File: config.mk
export PLATFORM = sky130hd
export DESIGN_NAME = channel_mode_steering
export DESIGN_NICKNAME = d
export VERILOG_FILES = /design/src/channel_mode_steering_pkg.sv /design/src/channel_mode_steering.sv
export SDC_FILE = /design/constraint.sdc
export NUM_CORES = 1
export LEC_CHECK = 0
export BUFFER_PORTS_ARGS = -buffer_cell sky130_fd_sc_hd__buf_2
export CORE_MARGIN = 2
export CORE_UTILIZATION = 55
export CTS_CLUSTER_DIAMETER = 60
export DETAILED_ROUTE_END_ITERATION = 10
export MAX_ROUTING_LAYER = met4
export PLACE_DENSITY_LB_ADDON = 0.2
export SLEW_MARGIN = 25
export SYNTH_ARGS = -nofsm -noshare
export SYNTH_HDL_FRONTEND = slang
export SYNTH_SLANG_ARGS = --single-unit
File: constraint.sdc
create_clock -name clk_sys_in -period 16.37 [get_ports clk_sys_in]
set_clock_uncertainty 0.1 [all_clocks]
set_input_delay 0.8185 -clock clk_sys_in [delete_from_list [all_inputs] [get_ports clk_sys_in]]
set_output_delay 0.8185 -clock clk_sys_in [all_outputs]
set_load 0.03 [all_outputs]
File: src/channel_mode_steering_pkg.sv
`default_nettype none
package channel_mode_steering_pkg;
    localparam int NCH = 6;
    localparam int NIB_W = 5;
    localparam int WORD_W = 10;
    // register byte addresses
    localparam logic [3:0] ADDR_CTRL = 4'h0;
    localparam logic [3:0] ADDR_STAT = 4'h4;
    localparam logic [31:0] CTRL_RST = 32'h0000_0007;
    // control fields
    localparam int CTRL_PCS_BIT = 0;
    localparam int CTRL_RC_BIT = 1;
    localparam int CTRL_COMMA_BIT = 2;
    localparam int CTRL_SGMII_BIT = 3;
    localparam int CTRL_XCHG_LSB = 8;
    localparam int CTRL_RELAY_LSB = 16;
    localparam int CTRL_PCSDIS_LSB = 24;
    // status fields
    localparam int STAT_PRBS_LSB = 0;
    localparam int STAT_LOCK_LSB = 8;
    localparam int STAT_RC_LSB = 16;
    localparam int STAT_PCS_LSB = 24;
    // first seven comma bits, bit 0 received first
    localparam logic [6:0] COMMA_PAT = 7'h7c;
    localparam logic [6:0] PRBS_SEED = 7'h7f;
    localparam logic [2:0] PRBS_FILL = 3'h7;
    localparam logic [9:0] IDLE_WORD = 10'h17c;
    localparam logic [3:0] BIT_LAST = 4'h9;
    localparam logic [3:0] BIT_COMMA = 4'h7;
    localparam logic [3:0] BIT_HALF = 4'h5;
    localparam logic [1:0] SGMII_CAPTURE = 2'h3;
    localparam int LINK_PERIOD_NS = 160;

    typedef struct packed {
        logic prbs_test_enable_pin;
        logic comma_align_enable;
        logic port_exchange_pin;
        logic relay_to_ace_pin;
        logic relay_to_bdf_pin;
        logic rate_comp_enable;
        logic pcs_select_pin;
        logic serial_gmii_pin;
    } pins_t;

    typedef enum logic [1:0] {
        BUS_IDLE = 2'b01,
        BUS_ACK = 2'b10
    } bus_state_t;
endpackage
`default_nettype wire

File: src/channel_mode_steering.sv
//------------------------------------------------------------
//------------------------------------------------------------
//
// The register offsets and the Avalon-MM slave port are this design's own decisions.
`timescale 1ns/1ps
`default_nettype none
module channel_mode_steering
    import channel_mode_steering_pkg::*;
(
    input wire logic clk_sys_in,
    input wire logic sys_rst_in,
    input wire logic ce_in,
    input wire logic [3:0] address_in,
    input wire logic read_in,
    input wire logic write_in,
    input wire logic [31:0] writedata_in,
    input wire logic [3:0] byteenable_in,
    output logic [31:0] readdata_out,
    output logic waitrequest_out,
    input wire logic ref_clock_in,
    input wire logic tx_clk_in,
    input wire pins_t pins_in,
    input wire logic [NCH*NIB_W-1:0] tx_nibble_bus_in,
    input wire logic [NCH-1:0] rx_serial_in,
    output logic [NCH-1:0] tx_serial_out,
    output logic [NCH*NIB_W-1:0] rx_nibble_bus_out,
    output logic [NCH-1:0] rx_clk_out,
    output logic sgmii_mode_out
);
    localparam int SYNC_W = 2 + $bits(pins_t) + NCH + NCH*NIB_W;

    //--------------------------------------------------------
    // input synchronisers
    //--------------------------------------------------------
    logic [SYNC_W-1:0] sync1_r;
    logic [SYNC_W-1:0] sync2_r;
    always_ff @(posedge clk_sys_in or posedge sys_rst_in) begin
        if (sys_rst_in) begin
            sync1_r <= '0;
            sync2_r <= '0;
        end else if (ce_in) begin
            sync1_r <= {ref_clock_in, tx_clk_in, pins_in, rx_serial_in, tx_nibble_bus_in};
            sync2_r <= sync1_r;
        end
    end

    logic ref_s;
    logic tclk_s;
    pins_t pin_s;
    logic [NCH-1:0] rxs;
    logic [NCH*NIB_W-1:0] nib_s;
    assign {ref_s, tclk_s, pin_s, rxs, nib_s} = sync2_r;

    logic tclk_prev_r;
    always_ff @(posedge clk_sys_in or posedge sys_rst_in) begin
        if (sys_rst_in) begin
            tclk_prev_r <= 1'b0;
        end else if (ce_in) begin
            tclk_prev_r <= tclk_s;
        end
    end
    wire tclk_rise = tclk_s & ~tclk_prev_r;
    wire tclk_fall = ~tclk_s & tclk_prev_r;

    //--------------------------------------------------------
    // register bus
    //--------------------------------------------------------
    logic [31:0] ctrl_r;
    logic [NCH-1:0] prbs_err_r;
    logic [NCH-1:0] locked_r;
    logic sgmii_r;
    logic [1:0] cap_cnt_r;
    bus_state_t bus_r;
    logic [NCH-1:0] pcs_eff;
    logic [NCH-1:0] rc_eff;

    function automatic logic [31:0] merge_be(input logic [31:0] old,
            input logic [31:0] wd, input logic [3:0] be);
        logic [31:0] r;
        r = old;
        for (int b = 0; b < 4; b++) begin
            if (be[b]) begin
                r[b*8 +: 8] = wd[b*8 +: 8];
            end
        end
        return r;
    endfunction

    wire req = read_in | write_in;
    wire take = req & (bus_r == BUS_ACK);
    wire wr_ctrl = take & write_in & (address_in == ADDR_CTRL);
    wire wr_stat = take & write_in & (address_in == ADDR_STAT);

    // one wait cycle: answer lands on the second edge of a request
    always_ff @(posedge clk_sys_in or posedge sys_rst_in) begin
        if (sys_rst_in) begin
            bus_r <= BUS_IDLE;
            waitrequest_out <= 1'b1;
            readdata_out <= '0;
        end else if (ce_in) begin
            case (bus_r)
                BUS_IDLE: begin
                    if (req) begin
                        bus_r <= BUS_ACK;
                        waitrequest_out <= 1'b0;
                        if (address_in == ADDR_CTRL) begin
                            readdata_out <= ctrl_r;
                        end else if (address_in == ADDR_STAT) begin
                            readdata_out <= 32'h0000_0000
                                | (32'(prbs_err_r) << STAT_PRBS_LSB)
                                | (32'(locked_r) << STAT_LOCK_LSB)
                                | (32'(rc_eff) << STAT_RC_LSB)
                                | (32'(pcs_eff) << STAT_PCS_LSB);
                        end else begin
                            readdata_out <= '0;
                        end
                    end
                end
                BUS_ACK: begin
                    bus_r <= BUS_IDLE;
                    waitrequest_out <= 1'b1;
                end
                default: begin
                    bus_r <= BUS_IDLE;
                    waitrequest_out <= 1'b1;
                end
            endcase
        end
    end

    always_ff @(posedge clk_sys_in or posedge sys_rst_in) begin
        if (sys_rst_in) begin
            ctrl_r <= CTRL_RST;
        end else if (ce_in) begin
            if (wr_ctrl) begin
                ctrl_r <= merge_be(ctrl_r, writedata_in, byteenable_in);
            end else begin
                ctrl_r[CTRL_SGMII_BIT] <= sgmii_r;
            end
        end
    end

    // sgmii default caught once the pin has crossed the synchroniser
    always_ff @(posedge clk_sys_in or posedge sys_rst_in) begin
        if (sys_rst_in) begin
            cap_cnt_r <= '0;
            sgmii_r <= 1'b0;
            sgmii_mode_out <= 1'b0;
        end else if (ce_in) begin
            if (cap_cnt_r != SGMII_CAPTURE) begin
                cap_cnt_r <= cap_cnt_r + 2'h1;
                if (cap_cnt_r == SGMII_CAPTURE - 2'h1) begin
                    sgmii_r <= pin_s.serial_gmii_pin;
                end
            end else if (wr_ctrl && byteenable_in[0]) begin
                sgmii_r <= writedata_in[CTRL_SGMII_BIT];
            end
            sgmii_mode_out <= sgmii_r;
        end
    end

    //--------------------------------------------------------
    // effective modes
    //--------------------------------------------------------
    logic [NCH-1:0] relay_eff;
    logic [NCH-1:0] xchg_eff;
    logic prbs_on;
    logic align_on;
    always_comb begin
        prbs_on = pin_s.prbs_test_enable_pin;
        align_on = pin_s.comma_align_enable & ctrl_r[CTRL_COMMA_BIT];
        for (int i = 0; i < NCH; i++) begin
            pcs_eff[i] = pin_s.pcs_select_pin & ctrl_r[CTRL_PCS_BIT]
                & ~ctrl_r[CTRL_PCSDIS_LSB + i];
            rc_eff[i] = pin_s.rate_comp_enable & ctrl_r[CTRL_RC_BIT]
                & pcs_eff[i];
            relay_eff[i] = ctrl_r[CTRL_RELAY_LSB + i]
                | ((i % 2 == 0) ? pin_s.relay_to_ace_pin
                                : pin_s.relay_to_bdf_pin);
            xchg_eff[i] = pin_s.port_exchange_pin
                | ctrl_r[CTRL_XCHG_LSB + i/2];
        end
    end

    //--------------------------------------------------------
    // parallel capture, both link clock edges
    //--------------------------------------------------------
    logic [NIB_W-1:0] lo_r [NCH];
    logic [WORD_W-1:0] par_r [NCH];
    always_ff @(posedge clk_sys_in or posedge sys_rst_in) begin
        if (sys_rst_in) begin
            for (int i = 0; i < NCH; i++) begin
                lo_r[i] <= '0;
                par_r[i] <= '0;
            end
        end else if (ce_in) begin
            for (int i = 0; i < NCH; i++) begin
                if (tclk_rise) begin
                    lo_r[i] <= nib_s[i*NIB_W +: NIB_W];
                end
                if (tclk_fall) begin
                    par_r[i] <= {nib_s[i*NIB_W +: NIB_W], lo_r[i]};
                end
            end
        end
    end

    //--------------------------------------------------------
    // prbs generator, shared by all channels
    //--------------------------------------------------------
    logic [6:0] gen_r;
    wire gen_bit = gen_r[6] ^ gen_r[5];
    always_ff @(posedge clk_sys_in or posedge sys_rst_in) begin
        if (sys_rst_in) begin
            gen_r <= PRBS_SEED;
        end else if (ce_in && prbs_on) begin
            gen_r <= {gen_r[5:0], gen_bit};
        end
    end

    //--------------------------------------------------------
    // receive: alignment, checker
    //--------------------------------------------------------
    logic [WORD_W-1:0] rsh_r [NCH];
    logic [WORD_W-1:0] rword_r [NCH];
    logic [3:0] rcnt_r [NCH];
    logic [6:0] chk_r [NCH];
    logic [2:0] fill_r [NCH];
    always_ff @(posedge clk_sys_in or posedge sys_rst_in) begin
        if (sys_rst_in) begin
            locked_r <= '0;
            for (int i = 0; i < NCH; i++) begin
                rsh_r[i] <= '0;
                rword_r[i] <= '0;
                rcnt_r[i] <= '0;
            end
        end else if (ce_in) begin
            for (int i = 0; i < NCH; i++) begin
                rsh_r[i] <= {rxs[i], rsh_r[i][WORD_W-1:1]};
                if (align_on && {rxs[i], rsh_r[i][WORD_W-1:4]} == COMMA_PAT) begin
                    rcnt_r[i] <= BIT_COMMA;
                    locked_r[i] <= 1'b1;
                end else if (rcnt_r[i] == BIT_LAST) begin
                    rcnt_r[i] <= '0;
                    rword_r[i] <= {rxs[i], rsh_r[i][WORD_W-1:1]};
                end else begin
                    rcnt_r[i] <= rcnt_r[i] + 4'h1;
                end
                if (!align_on) begin
                    locked_r[i] <= 1'b0;
                end
            end
        end
    end

    // error flag: a new mismatch beats a clear in the same cycle
    always_ff @(posedge clk_sys_in or posedge sys_rst_in) begin
        if (sys_rst_in) begin
            prbs_err_r <= '0;
            for (int i = 0; i < NCH; i++) begin
                chk_r[i] <= '0;
                fill_r[i] <= '0;
            end
        end else if (ce_in) begin
            for (int i = 0; i < NCH; i++) begin
                if (prbs_on) begin
                    chk_r[i] <= {chk_r[i][5:0], rxs[i]};
                    if (fill_r[i] != PRBS_FILL) begin
                        fill_r[i] <= fill_r[i] + 3'h1;
                    end
                end else begin
                    fill_r[i] <= '0;
                end
                if (prbs_on && fill_r[i] == PRBS_FILL
                        && rxs[i] != (chk_r[i][6] ^ chk_r[i][5])) begin
                    prbs_err_r[i] <= 1'b1;
                end else if (wr_stat && byteenable_in[0]
                        && writedata_in[STAT_PRBS_LSB + i]) begin
                    prbs_err_r[i] <= 1'b0;
                end
            end
        end
    end

    //--------------------------------------------------------
    // transmit steering and serialiser
    //--------------------------------------------------------
    logic [3:0] tcnt_r;
    logic [WORD_W-1:0] tsh_r [NCH];
    always_ff @(posedge clk_sys_in or posedge sys_rst_in) begin
        if (sys_rst_in) begin
            tcnt_r <= '0;
        end else if (ce_in) begin
            tcnt_r <= (tcnt_r == BIT_LAST) ? 4'h0 : tcnt_r + 4'h1;
        end
    end

    always_ff @(posedge clk_sys_in or posedge sys_rst_in) begin
        if (sys_rst_in) begin
            tx_serial_out <= '0;
            for (int i = 0; i < NCH; i++) begin
                tsh_r[i] <= '0;
            end
        end else if (ce_in) begin
            for (int i = 0; i < NCH; i++) begin
                logic [WORD_W-1:0] w;
                w = xchg_eff[i] ? par_r[i ^ 1] : par_r[i];
                if (pcs_eff[i] && !w[4]) begin
                    w = IDLE_WORD;
                end
                if (relay_eff[i]) begin
                    w = rword_r[i ^ 1];
                end
                if (tcnt_r == '0) begin
                    tsh_r[i] <= {1'b0, w[WORD_W-1:1]};
                end else begin
                    tsh_r[i] <= {1'b0, tsh_r[i][WORD_W-1:1]};
                end
                if (prbs_on) begin
                    tx_serial_out[i] <= gen_bit;
                end else if (relay_eff[i] && !rc_eff[i]) begin
                    tx_serial_out[i] <= rxs[i ^ 1];
                end else begin
                    tx_serial_out[i] <= (tcnt_r == '0) ? w[0] : tsh_r[i][0];
                end
            end
        end
    end

    //--------------------------------------------------------
    // receive parallel port
    //--------------------------------------------------------
    always_ff @(posedge clk_sys_in or posedge sys_rst_in) begin
        if (sys_rst_in) begin
            rx_clk_out <= '0;
            rx_nibble_bus_out <= '0;
        end else if (ce_in) begin
            for (int i = 0; i < NCH; i++) begin
                logic hi;
                hi = rc_eff[i] ? ref_s : (rcnt_r[i] < BIT_HALF);
                rx_clk_out[i] <= hi;
                rx_nibble_bus_out[i*NIB_W +: NIB_W] <= hi
                    ? rword_r[i][NIB_W-1:0]
                    : rword_r[i][WORD_W-1:NIB_W];
            end
        end
    end
endmodule // channel_mode_steering
`default_nettype wire

==> results of run 1 <==
==> flip-flops by register name, summed over array words and instances, names as in the netlist, 6 cells and up <==
register	cells
par_r	60
rword_r	60
rsh_r	54
tsh_r	54
sync1_r	46
sync2_r	46
chk_r	42
ctrl_r	32
readdata_out	32
lo_r	30
rx_nibble_bus_out	30
rcnt_r	24
fill_r	18
gen_r	7
locked_r	6
prbs_err_r	6
rx_clk_out	6
tx_serial_out	6
==> per-layer routing <==
metal	part of all wire [%]	wire, um
met3	6.7	4010
met4	1.9	1160
met1	45	27300
met5	0	0
met2	46	27800
==> worst max-delay path: cells and delay by family <==
kind	cells	cell delay (ns)
buf+inv	5	2.95
==> worst min-delay path by stage <==
stage,start,cells after the start,end
6_report,sys_rst_in,2,readdata_out[6]
5_1_grt,tx_nibble_bus_in[13],2,sync1_r[13]
4_1_cts,sys_rst_in,2,readdata_out[6]
3_5_place_dp,chk_r[15],2,chk_r[16]
3_3_place_gp,gen_r[0],2,gen_r[1]
2_1_floorplan,gen_r[0],2,gen_r[1]
==> logic make-up after synthesis <==
family                   count (synthesis)
flip-flops                             570
AO/OA/AOI/OAI                          486
AND/OR/NAND/NOR                        478
multiplexers                           396
buffers and inverters                  150
XOR/XNOR                                16
adder cells (fa/ha/maj)                 14
==> Yosys cell counts (5+ instances only) <==
| master | number | share of area, % |
|---|---|---|
| sky130_fd_sc_hd__o21a_1 | 11 | 0.33 |
| sky130_fd_sc_hd__mux2i_1 | 67 | 2.7 |
| sky130_fd_sc_hd__a31o_2 | 32 | 1.1 |
| sky130_fd_sc_hd__o22ai_1 | 15 | 0.37 |
| sky130_fd_sc_hd__a21o_1 | 7 | 0.21 |
| sky130_fd_sc_hd__nand2_1 | 197 | 2.9 |
| sky130_fd_sc_hd__inv_1 | 27 | 0.40 |
| sky130_fd_sc_hd__o31a_1 | 17 | 0.59 |
| sky130_fd_sc_hd__nand2b_1 | 19 | 0.47 |
| sky130_fd_sc_hd__nor2_1 | 146 | 2.2 |
| sky130_fd_sc_hd__dfstp_2 | 11 | 1.2 |
| sky130_fd_sc_hd__o31ai_1 | 5 | 0.15 |
| sky130_fd_sc_hd__nand3_1 | 50 | 1.0 |
| sky130_fd_sc_hd__mux2_2 | 327 | 15 |
| sky130_fd_sc_hd__a22o_1 | 15 | 0.52 |
| sky130_fd_sc_hd__o2bb2ai_1 | 32 | 1.1 |
| sky130_fd_sc_hd__or2_2 | 6 | 0.15 |
| sky130_fd_sc_hd__dfrtp_1 | 559 | 56 |
| sky130_fd_sc_hd__xnor2_1 | 15 | 0.52 |
| sky130_fd_sc_hd__a31oi_1 | 45 | 1.1 |
| sky130_fd_sc_hd__buf_2 | 39 | 0.78 |
| sky130_fd_sc_hd__a32o_1 | 6 | 0.24 |
| sky130_fd_sc_hd__o211ai_1 | 7 | 0.21 |
| sky130_fd_sc_hd__ha_1 | 14 | 0.70 |
| sky130_fd_sc_hd__a211oi_1 | 10 | 0.30 |
| sky130_fd_sc_hd__clkbuf_1 | 61 | 0.91 |
| sky130_fd_sc_hd__buf_4 | 5 | 0.15 |
| sky130_fd_sc_hd__a21oi_1 | 100 | 2.0 |
| sky130_fd_sc_hd__buf_1 | 15 | 0.22 |
| sky130_fd_sc_hd__o211a_1 | 6 | 0.24 |
| sky130_fd_sc_hd__a22oi_1 | 14 | 0.42 |
| sky130_fd_sc_hd__and3_1 | 7 | 0.17 |
| sky130_fd_sc_hd__o21ai_0 | 126 | 2.5 |
| sky130_fd_sc_hd__a221oi_1 | 14 | 0.49 |
==> final cells by class <==
type,instances,area (um^2),share of cell area [%]
clock buffers,89,1730,6.12
clock inverters,12,114,0.403
inverters,27,105,0.372
multi-input cells,1390,10200,36.1
flip-flops and latches,570,14300,50.6
well taps,600,751,2.66
repair buffers,196,1070,3.80
==> per-stage QoR <==
stage	util, %	hold WS (ns)
global route	62.5	0.316
CTS	62.5	0.303
global placement	58.4	0.341
finish	62.5	0.293
floorplan	-	0.335
detailed placement	58.4	0.348
==> power breakdown <==
| part | internal, mW | leakage [nW] | switching [mW] | total, mW |
|---|---|---|---|---|
| clock network | 0.751 | 0.915 | 0.532 | 1.28 |
| registers | 1.87 | 6.96 | 0.403 | 2.27 |
| logic | 0.557 | 4.85 | 0.657 | 1.21 |
==> impl_results.rst, run 1 <==
.. list-table::
   :header-rows: 1

   * - Metric
     - Value
   * - Maximum number of pins on one net before global-route repair
     - roughly 90
   * - Transition at the pin with the smallest max-transition slack
     - approximately 1.0 ns
   * - Die width
     - ~220 um
   * - Starting density of the core
     - between 50% and 60%
   * - I/O pin total
     - 167
   * - Period utilisation layout
     - roughly a fifth
   * - Detail-routed net length per standard cell
     - between 20 and 25 um
   * - Endpoint of the worst register-to-register path
     - rx_nibble_bus_out[4]
   * - Post-route cell area
     - between 0.02 and 0.03 mm^2
   * - # clock sinks
     - between 500 and 600
   * - Compound-gate portion of the synthesized area
     - between 10% and 20%
   * - HPWL after DPL
     - 41.4 mm
   * - Power density over cell area
     - ~170 mW/mm^2
   * - Final Max Tran Viols
     - 0
   * - Worst reg2reg path depth
     - 4
   * - Result of the run
     - finished, final reports clean
   * - Number of unique standard cell types used by synthesis
     - 71
   * - Launching instance or port of the critical path
     - sys_rst_in
   * - First-pass GRT wire length
     - approximately 96 mm
   * - DRT antenna net count
     - 0
   * - Post-CTS clock slew at the launch and capture registers of the worst setup and hold paths
     - approximately 0.060 ns
   * - Number of fillers in the final layout
     - between 3000 and 4000
   * - Pre-CTS setup slack
     - ~12 ns
   * - Largest driver fanout on the critical path
     - 70
   * - Height of the chip
     - approximately 220 um
   * - Final weighted congestion of routability-driven global placement
     - roughly 0.87
   * - Met2 Usage GRT
     - 40.5%
   * - Dominant synthesized flop cell
     - sky130_fd_sc_hd__dfrtp_1
   * - Synth Area in XOR/XNOR
     - less than 1%
   * - Number of design rule violations left after detail routing
     - 0
   * - GRT met1 Usage
     - a little under two fifths
   * - Most frequent cells in the layout
     - 559 x sky130_fd_sc_hd__dfrtp_1, 327 x sky130_fd_sc_hd__mux2_2, 197 x sky130_fd_sc_hd__nand2_1
   * - Warnings from Yosys
     - 0
   * - Net count after synthesis
     - roughly 2200
   * - Startpoint of the worst register-to-register path
     - sync2_r[37]
   * - Port Buffer Count
     - about 170
   * - Basic-gate share of the synthesized area counting and, or, nand and nor cells
     - 8.79%
   * - Synth Area per Inst
     - 11.9 um^2
   * - Number of flops mapped to enable cells by yosys
     - 0
   * - Critical Path Max Stage Delay
     - 0.81 ns
   * - Number of core rows
     - a little under 80
   * - Clock Latency Late Sink
     - 0.61 ns
   * - M3 GR Usage
     - around 5.5%
   * - Filler-free cell count of the finished design
     - ~2900
   * - CP Cell Sequence
     - buf_2, clkinvlp_4, buf_4, buf_4, buf_4
   * - Area growth from synthesis to final layout
     - 12.6%
   * - Post-synthesis sequential area ratio
     - ~57%
   * - Routed Wire Length
     - 60.3 mm
   * - Class of the tightest hold or removal check
     - in -> async
   * - Final total negative setup slack
     - 0 ns
   * - Core Box Area
     - around 0.045 mm^2
   * - Number of iterations in the first detailed-routing pass
     - 6
   * - CTS H-tree lvls
     - 2
   * - Clock Root Buffer
     - sky130_fd_sc_hd__clkbuf_16
   * - RSZ-0062 raised after global routing
     - no
   * - Placed cell area
     - around 0.026 mm^2
   * - Combinational family with the most area after synthesis
     - multiplexers
   * - Total global routing track utilization
     - around a quarter
   * - Maximum VDD drop
     - slightly above 0.09 mV
   * - Cell total after placement
     - between 2000 and 3000
   * - Post-layout nets
     - approximately 2300
   * - Post-Synthesis Cells
     - 2110
   * - CTS tree
     - built
   * - Kind of capture point of the worst setup path
     - async pin
   * - Post-CTS Setup Inserts
     - 0
   * - Area of the mapped netlist
     - roughly 0.025 mm^2
   * - Multiplexer share of the synthesized area
     - approximately 17%
   * - CP arrival
     - approximately 3.9 ns
   * - Max capacitance violation total
     - 0
   * - Critical-path top delay cell
     - sky130_fd_sc_hd__buf_4
   * - Clock buffer depth
     - 3
   * - Flops & latches, synth
     - 570
   * - Total gr overflow
     - 0
   * - Cells resized by post-CTS repair
     - 0
   * - FFs w/ async S/R, synth
     - 100%
   * - Die area
     - approximately 0.047 mm^2
   * - CTS buffer count
     - 57
   * - Global route hottest layer
     - met2
   * - Clock period minus worst slack
     - 3.32 ns
   * - Post-layout worst setup margin
     - ~13 ns
   * - Highest Clock Rate
     - around 300 MHz
   * - Number of diodes
     - 0
   * - Kind of launch point of the worst setup path
     - input pin
   * - Most frequent standard cell in the layout excluding fill and tap cells
     - sky130_fd_sc_hd__dfrtp_1
   * - Count of hold-fix buffers inserted at cts
     - 0
   * - Via Count
     - between 15000 and 20000
   * - Worst R2R Setup Slack
     - ~13 ns
   * - Pwr Total
     - approximately 4.8 mW
   * - Share of layout cells above drive strength 1
     - approximately 30%
   * - Number of antenna violations at the first check in global routing
     - 0
   * - End point of the critical path
     - sync1_r[29]
   * - Static Leak
     - 12.7 nW
   * - Setup-failing EPs final
     - 0
   * - Most used cell along the critical path
     - sky130_fd_sc_hd__buf_4
   * - Vias in the first global route
     - ~17000
   * - First-iteration detailed-routing DRC count
     - 1439
   * - Slew Limit Headroom
     - a little under a third
   * - Required time reported for the critical path endpoint
     - 16.94 ns
   * - Final number of hold-violating endpoints
     - 0
   * - Via-per-instance ratio
     - around 6
   * - Adder and majority gate portion of the synthesized area
     - less than 1%
   * - Worst Setup Path Type
     - in -> async
No activity file was read; power rests on OpenSTA's default activity.
==> inputs of run 2 (changes only) <==
clock period = 2.9 ns   (was 16.37 ns; I/O delays follow)
==> run 2 against run 1 <==
Sequential power grew to 5.7 times the previous value. First-iteration DRC count is 17% higher. Critical endpoint is now ctrl_r[10]. Highest routed layer unchanged. Sequential share of layout area is 2.9 points lower. Hold slack worse by 0.25 ns. Register-to-register slack worse by 13 ns.
==> impl_results.rst, run 2 (same netlist as run 1, synthesis figures left out) <==
.. list-table::
   :header-rows: 1

   * - Metric
     - Value
   * - Result of the run
     - finished, final reports clean
   * - Routed Wire Length
     - roughly 65 mm
   * - Maximum number of pins on one net before global-route repair
     - between 100 and 150
   * - Regs by FF count
     - par_r x60, rword_r x60
   * - Post-CTS clock slew at the launch and capture registers of the worst setup and hold paths
     - around 0.060 ns
   * - Clock period minus worst slack
     - between 2 and 3 ns
   * - Post-route cell area
     - 0.0299 mm^2
   * - HPWL after DPL
     - 43.3 mm
   * - Filler-free cell count of the finished design
     - roughly 3000
   * - Clock Root Buffer
     - sky130_fd_sc_hd__clkbuf_16
   * - Largest driver fanout on the critical path
     - 8
   * - Cells resized by post-CTS repair
     - 0
   * - Detail-routed net length per standard cell
     - about 21 um
   * - Critical Path Max Stage Delay
     - ~0.6 ns
   * - Final weighted congestion of routability-driven global placement
     - between 0.9 and 1
   * - Maximum VDD drop
     - 0.568 mV
   * - Critical-path top delay cell
     - sky130_fd_sc_hd__dlygate4sd3_1
   * - Final number of hold-violating endpoints
     - 0
   * - Via-per-instance ratio
     - between 6 and 7
   * - Class of the tightest hold or removal check
     - in -> reg
   * - Die width
     - ~220 um
   * - Worst path buffer plus inverter count
     - 1
   * - Highest Clock Rate
     - between 300 and 400 MHz
   * - Internal power summed over all cells
     - about 19 mW
   * - Static Leak
     - about 14 nW
   * - I/O pin total
     - 167
   * - Period utilisation layout
     - just under 90%
   * - Post-CTS Setup Inserts
     - 0
   * - Cell total after placement
     - between 2000 and 3000
   * - Number of diodes
     - 0
   * - Area growth from synthesis to final layout
     - 19.4%
   * - RSZ-0062 raised after global routing
     - no
   * - Reg power frac
     - 45.8%
   * - Port Buffer Count
     - 166
   * - Required time reported for the critical path endpoint
     - about 3.3 ns
   * - Clock Latency Late Sink
     - between 0.6 and 0.7 ns
   * - CP arrival
     - about 2.9 ns
   * - Total global routing track utilization
     - between 20% and 30%
   * - Height of the chip
     - between 200 and 250 um
   * - Setup-failing EPs final
     - 0
   * - Final total negative setup slack
     - 0 ns
   * - CP Cell Sequence
     - and4b_1, and2_1, nand2_2, mux2_2, dlygate4sd3_1
   * - Number of fillers in the final layout
     - 3334
   * - CTS tree
     - built
   * - Transition at the pin with the smallest max-transition slack
     - a little under 0.9 ns
   * - Slew Limit Headroom
     - 41.1%
   * - Most frequent standard cell in the layout excluding fill and tap cells
     - sky130_fd_sc_hd__dfrtp_1
   * - Via Count
     - 18227
   * - Vias in the first global route
     - 18060
   * - Most frequent cells in the layout
     - 559 x sky130_fd_sc_hd__dfrtp_1, 327 x sky130_fd_sc_hd__mux2_2, 197 x sky130_fd_sc_hd__nand2_1
   * - Starting density of the core
     - between 50% and 60%
   * - Share of layout cells above drive strength 1
     - between 20 and 30%
   * - Final Max Tran Viols
     - 0
   * - Clock buffer depth
     - 3
   * - Power density over cell area
     - roughly 940 mW/mm^2
   * - Total gr overflow
     - 0
   * - Post-layout nets
     - 2490
   * - Post-route core utilization
     - between 60% and 70%
   * - Worst Setup Path Type
     - reg -> reg
   * - Die area
     - ~0.047 mm^2
   * - Count of hold-fix buffers inserted at cts
     - 111
   * - Number of antenna violations at the first check in global routing
     - 0
   * - Hold_ws
     - 0.0451 ns
   * - Max capacitance violation total
     - 0
   * - Kind of launch point of the worst setup path
     - flip-flop
   * - Number of iterations in the first detailed-routing pass
     - 5
   * - Placed cell area
     - roughly 0.027 mm^2
   * - DRT antenna net count
     - 0
   * - Switching power
     - around 9.4 mW
   * - Cell class contributing the biggest share of worst-path delay
     - simple AND/OR/NAND/NOR gates
   * - Proportion of power drawn by the clock network
     - ~29%
   * - Kind of capture point of the worst setup path
     - flip-flop
   * - Switching Share
     - 33.3%
   * - Number of design rule violations left after detail routing
     - 0
   * - Number of core rows
     - 78
   * - Comb pwr share
     - 25.4%
   * - # clock sinks
     - between 500 and 600
   * - First-pass GRT wire length
     - a little over 100 mm
   * - CTS buffer count
     - a little under 60
   * - CTS H-tree lvls
     - 2
   * - Core Box Area
     - roughly 0.045 mm^2
   * - First-iteration detailed-routing DRC count
     - 1681
-- run 2: cell types whose count changed in the layout (fill, tap and decap cells not counted), moves of 4 or more --
cell	previous run	this run
sky130_fd_sc_hd__buf_4	28	50
sky130_fd_sc_hd__clkbuf_8	14	10
sky130_fd_sc_hd__buf_12	0	10
sky130_fd_sc_hd__dlygate4sd3_1	0	111
sky130_fd_sc_hd__bufinv_16	2	9
sky130_fd_sc_hd__clkbuf_1	16	11
sky130_fd_sc_hd__clkinv_2	9	16
-- run 2: final timing paths --
path	startpoint	endpoint	slack [ns]	cells after the start
min in group asynchronous	sys_rst_in	cap_cnt_r[0]	0.58	4
setup reg to reg	bus_r[0]	ctrl_r[10]	0.36	5
max in group asynchronous	sys_rst_in	lo_r[23]	1.10	5
setup / recovery	bus_r[0]	ctrl_r[10]	0.36	5
hold reg to reg	gen_r[3]	gen_r[4]	0.35	2
hold / removal	address_in[0]	readdata_out[4]	0.05	4
-- run 2: power groups by stage --
stage | Combinational [mW] | Sequential, mW | Clock [mW]
6_report | 7.14 | 12.9 | 8.10
2_1_floorplan | 4.65 | 12.8 | 0
4_1_cts | 7.13 | 12.8 | 8.20
5_1_grt | 7.80 | 13.2 | 8.54
3_5_place_dp | 6.97 | 12.9 | 0
3_3_place_gp | 6.74 | 12.8 | 0
-- run 2: per-layer routing --
metal / global-route usage, % / part of all wire, % / up-vias
li1: - / - / 8216
met1: 40.6 / 45 / 9276
met5: - / 0 / -
met2: 43.2 / 46 / 618
met3: 4.03 / 6.1 / 117
met4: 8.88 / 2.6 / 0
-- run 2: layout make-up --
cell class	instances	area (um^2)	area share (%)
Tap cell	600	751	2.51
Inverter	27	105	0.351
Clock inverter	28	377	1.26
Timing Repair Buffer	337	2530	8.45
Clock buffer	82	1710	5.70
Sequential cell	570	14300	47.7
Multi-Input combinational cell	1390	10200	34.0
-- run 2: worst register-to-register path, cell delays in order, from the launching register on --
cell and delay (ns):
sky130_fd_sc_hd__dfstp_2 0.57, sky130_fd_sc_hd__and4b_1 0.25, sky130_fd_sc_hd__and2_1 0.24, sky130_fd_sc_hd__nand2_2 0.24
sky130_fd_sc_hd__mux2_2 0.40, sky130_fd_sc_hd__dlygate4sd3_1 0.61
-- run 2: per-stage QoR --
stage               setup slack (ns)  power, mW
finish                         0.363       28.1
global route                   0.309       29.5
CTS                            0.452       28.2
detailed placement             0.471       19.9
global placement               0.519       19.6
floorplan                      -5.10       17.4
==> inputs of run 3 (changes only) <==
ABC_AREA = 1   (was default)
CORE_MARGIN = default   (was 2)
==> run 3 against run 2 <==
The flow now finishes with violations (negative setup slack). Sequential power fell by 11%. Via count grew 16%. Cell count grew 25%. Non-clock buffer count increased by 27.
==> impl_results.rst, run 3 <==
.. list-table::
   :header-rows: 1

   * - Metric
     - Value
   * - Number of flops mapped to enable cells by yosys
     - 0
   * - Highest Clock Rate
     - ~340 MHz
   * - Transition at the pin with the smallest max-transition slack
     - between 0.9 and 1 ns
   * - Most frequent standard cell in the layout excluding fill and tap cells
     - sky130_fd_sc_hd__nand2_1
   * - Cell total after placement
     - 3524
   * - Proportion of power drawn by the clock network
     - 32.1%
   * - Most common cell in the netlist
     - sky130_fd_sc_hd__nand2_1
   * - Final number of hold-violating endpoints
     - 0
   * - CP Cell Sequence
     - dlygate4sd3_1, buf_2, nor2_1, nand2_1, nor2_4, nand2_1, inv_2, nand2_2, nor2_1, dlygate4sd3_1, a21oi_1, dlygate4sd3_1
   * - Worst R2R Setup Slack
     - 0 ns
   * - Most used cell along the critical path
     - sky130_fd_sc_hd__dlygate4sd3_1
   * - Most common library cells after synthesis
     - 752 x sky130_fd_sc_hd__nand2_1, 559 x sky130_fd_sc_hd__dfrtp_1, 381 x sky130_fd_sc_hd__o21ai_0
   * - Area of the mapped netlist
     - between 0.02 and 0.025 mm^2
   * - Net count after synthesis
     - roughly 3000
   * - Switching power
     - 8.05 mW
   * - Clock Root Buffer
     - sky130_fd_sc_hd__clkbuf_16
   * - Core Box Area
     - around 0.044 mm^2
   * - Die width
     - roughly 210 um
   * - Startpoint of the worst register-to-register path
     - bus_r[0]
   * - Synth Area per Inst
     - around 8.7 um^2
   * - Number of design rule violations left after detail routing
     - 0
   * - Final Max Tran Viols
     - 0
   * - Clock Latency Late Sink
     - 0.62 ns
   * - Via Count
     - around 21000
   * - Warnings from Yosys
     - 0
   * - Internal power summed over all cells
     - between 15 and 20 mW
   * - Area growth from synthesis to final layout
     - 19.9%
   * - CTS buffer count
     - 58
   * - CTS H-tree lvls
     - 2
   * - Comb pwr share
     - a little over a fifth
   * - FFs w/ async S/R, synth
     - 100%
   * - Die area
     - around 0.046 mm^2
   * - Maximum VDD drop
     - 0.527 mV
   * - Number of antenna violations at the first check in global routing
     - 0
   * - DRT antenna net count
     - 0
   * - First-iteration detailed-routing DRC count
     - between 2000 and 2500
   * - Class of the tightest hold or removal check
     - in -> async
   * - Post-synthesis sequential area ratio
     - between 50% and 60%
   * - Fraction of post-synthesis cell area in the top cell type by area
     - between 50% and 60%
   * - Number of core rows
     - 77
   * - Routed Wire Length
     - between 60 and 70 mm
   * - Kind of launch point of the worst setup path
     - input pin
   * - Launching instance or port of the critical path
     - address_in[1]
   * - Required time reported for the critical path endpoint
     - about 3.3 ns
   * - Clock period minus worst slack
     - 2.91 ns
   * - Number of diodes
     - 0
   * - Result of the run
     - complete, but fails checks
   * - Worst path buffer plus inverter count
     - 5
   * - Via-per-instance ratio
     - about 5.6
   * - Regs by FF count
     - par_r x60, rword_r x60
   * - Area of the multi-input gates
     - a little under 0.009 mm^2
   * - Power density over cell area
     - 818 mW/mm^2
   * - Post-Synthesis Cells
     - 2874
   * - Number of unique standard cell types used by synthesis
     - 43
   * - Filler-free cell count of the finished design
     - between 3000 and 4000
   * - Maximum number of pins on one net before global-route repair
     - between 150 and 200
   * - Post-layout nets
     - between 3000 and 4000
   * - Total gr overflow
     - 0
   * - Sequential Area
     - ~0.014 mm^2
   * - Static Leak
     - about 14 nW
   * - Max capacitance violation total
     - 0
   * - Final weighted congestion of routability-driven global placement
     - between 0.9 and 1
   * - HPWL after DPL
     - 43.9 mm
   * - Setup-failing EPs final
     - 1
   * - Most frequent cells in the layout
     - 752 x sky130_fd_sc_hd__nand2_1, 559 x sky130_fd_sc_hd__dfrtp_1, 379 x sky130_fd_sc_hd__o21ai_0
   * - Share of layout cells above drive strength 1
     - around an eighth
   * - Number of fillers in the final layout
     - around 3500
   * - Largest driver fanout on the critical path
     - 16
   * - # clock sinks
     - 570
   * - First-pass GRT wire length
     - 111 mm
   * - Kind of capture point of the worst setup path
     - flip-flop
   * - Largest cells by area after synthesis
     - sky130_fd_sc_hd__dfrtp_1 56%, sky130_fd_sc_hd__nand2_1 11%, sky130_fd_sc_hd__o21ai_0 7.7%, sky130_fd_sc_hd__a21oi_1 5.0%, sky130_fd_sc_hd__inv_1 3.8%
   * - Critical Path Max Stage Delay
     - 0.58 ns
   * - Total global routing track utilization
     - 31.0%
   * - Height of the chip
     - ~210 um
   * - Port Buffer Count
     - 166
   * - Detail-routed net length per standard cell
     - around 18 um
   * - Post-layout worst setup margin
     - -0.00957 ns
   * - CTS tree
     - built
   * - Vias in the first global route
     - between 20000 and 25000
   * - Worst Setup Path Type
     - in -> reg
   * - CP arrival
     - between 3 and 4 ns
   * - Starting density of the core
     - between 50 and 60%
   * - Switching Share
     - between 30% and 40%
   * - Clock buffer depth
     - 3
   * - Reg power frac
     - 46.9%
   * - Dominant synthesized flop cell
     - sky130_fd_sc_hd__dfrtp_1
   * - Number of iterations in the first detailed-routing pass
     - 6
   * - Critical-path top delay cell
     - sky130_fd_sc_hd__dlygate4sd3_1
   * - Violations in the final reports
     - negative setup slack
   * - I/O pin total
     - 167
   * - Cell class contributing the biggest share of worst-path delay
     - buffers and inverters
   * - Post-CTS clock slew at the launch and capture registers of the worst setup and hold paths
     - about 0.060 ns
   * - Pwr Total
     - roughly 24 mW
   * - Slew Limit Headroom
     - a little under two fifths
   * - RSZ-0062 raised after global routing
     - yes
   * - Largest area contributor in the synthesized netlist
     - sky130_fd_sc_hd__dfrtp_1
   * - Flops & latches, synth
     - 570
   * - Period utilisation layout
     - 100%
==> run 3: through the flow <==
step                      area (um^2)  utilization (%)  setup TNS (ns)  hold slack [ns]  setup WS [ns]
after floorplan                 24900                -        -2882.82            0.160          -5.10
after global placement          26300             59.1               0            0.184          0.533
after detailed placement        26300             59.1               0            0.195          0.567
after CTS                       29900             67.3               0           0.0529         0.0185
after global routing            29900             67.3          -0.748            0.120        -0.0841
final                           29900             67.3        -0.00957           0.0980       -0.00957
==> run 3: power groups by stage <==
stage	registers [mW]	logic (mW)	clock network, mW
floorplan	11.5	3.20	0
finish	11.5	5.13	7.86
global route	11.6	5.82	8.28
global placement	11.5	4.77	0
CTS	11.4	5.13	7.97
detailed placement	11.5	4.95	0
==> run 3: final timing paths <==
check                           endpoint  cells past startpoint
max                           ctrl_r[10]                     12
min                           ctrl_r[22]                      3
max reg2reg                   ctrl_r[10]                     10
min reg2reg                  sync1_r[15]                      2
max in group asynchronous        lo_r[9]                      5
min in group clk_sys_in    prbs_err_r[0]                      6
==> run 3: cells by family after synthesis <==
group           after synthesis  synth area share [%]
flops                       570                  57.3
mux                           7                 0.306
buf+inv                     415                  6.92
fa+ha+maj                    14                 0.703
compound gates              728                  15.5
simple gates               1119                  18.5
xor+xnor                     21                 0.738
==> run 3: area by class of cell <==
cell class | instances | share of cell area, %
Clock buffer | 89 | 6.00
Sequential cell | 570 | 47.8
Tap cell | 592 | 2.48
Multi-Input combinational cell | 1889 | 29.9
Timing Repair Buffer | 364 | 9.66
Inverter | 266 | 3.37
Clock inverter | 19 | 0.791
==> run 3: tightest hold or removal path, stage by stage <==
cell                            delay (ns)
sky130_fd_sc_hd__dlygate4sd3_1        0.53
sky130_fd_sc_hd__buf_2                0.14
sky130_fd_sc_hd__clkinvlp_4           0.49
==> run 3: layer usage <==
layer,share of wire [%],global-route usage (%)
met1,41,39.2
met2,50,50.4
met3,5.3,4.69
met4,3.7,12.0
met5,0,-
==> run 3: timing repair <==
action,CTS,global route
hold buffers,158,0
hold endpoints to repair,142,0
endpoints found under the setup margin,0,30
gates resized for setup,0,5
setup buffers,0,0
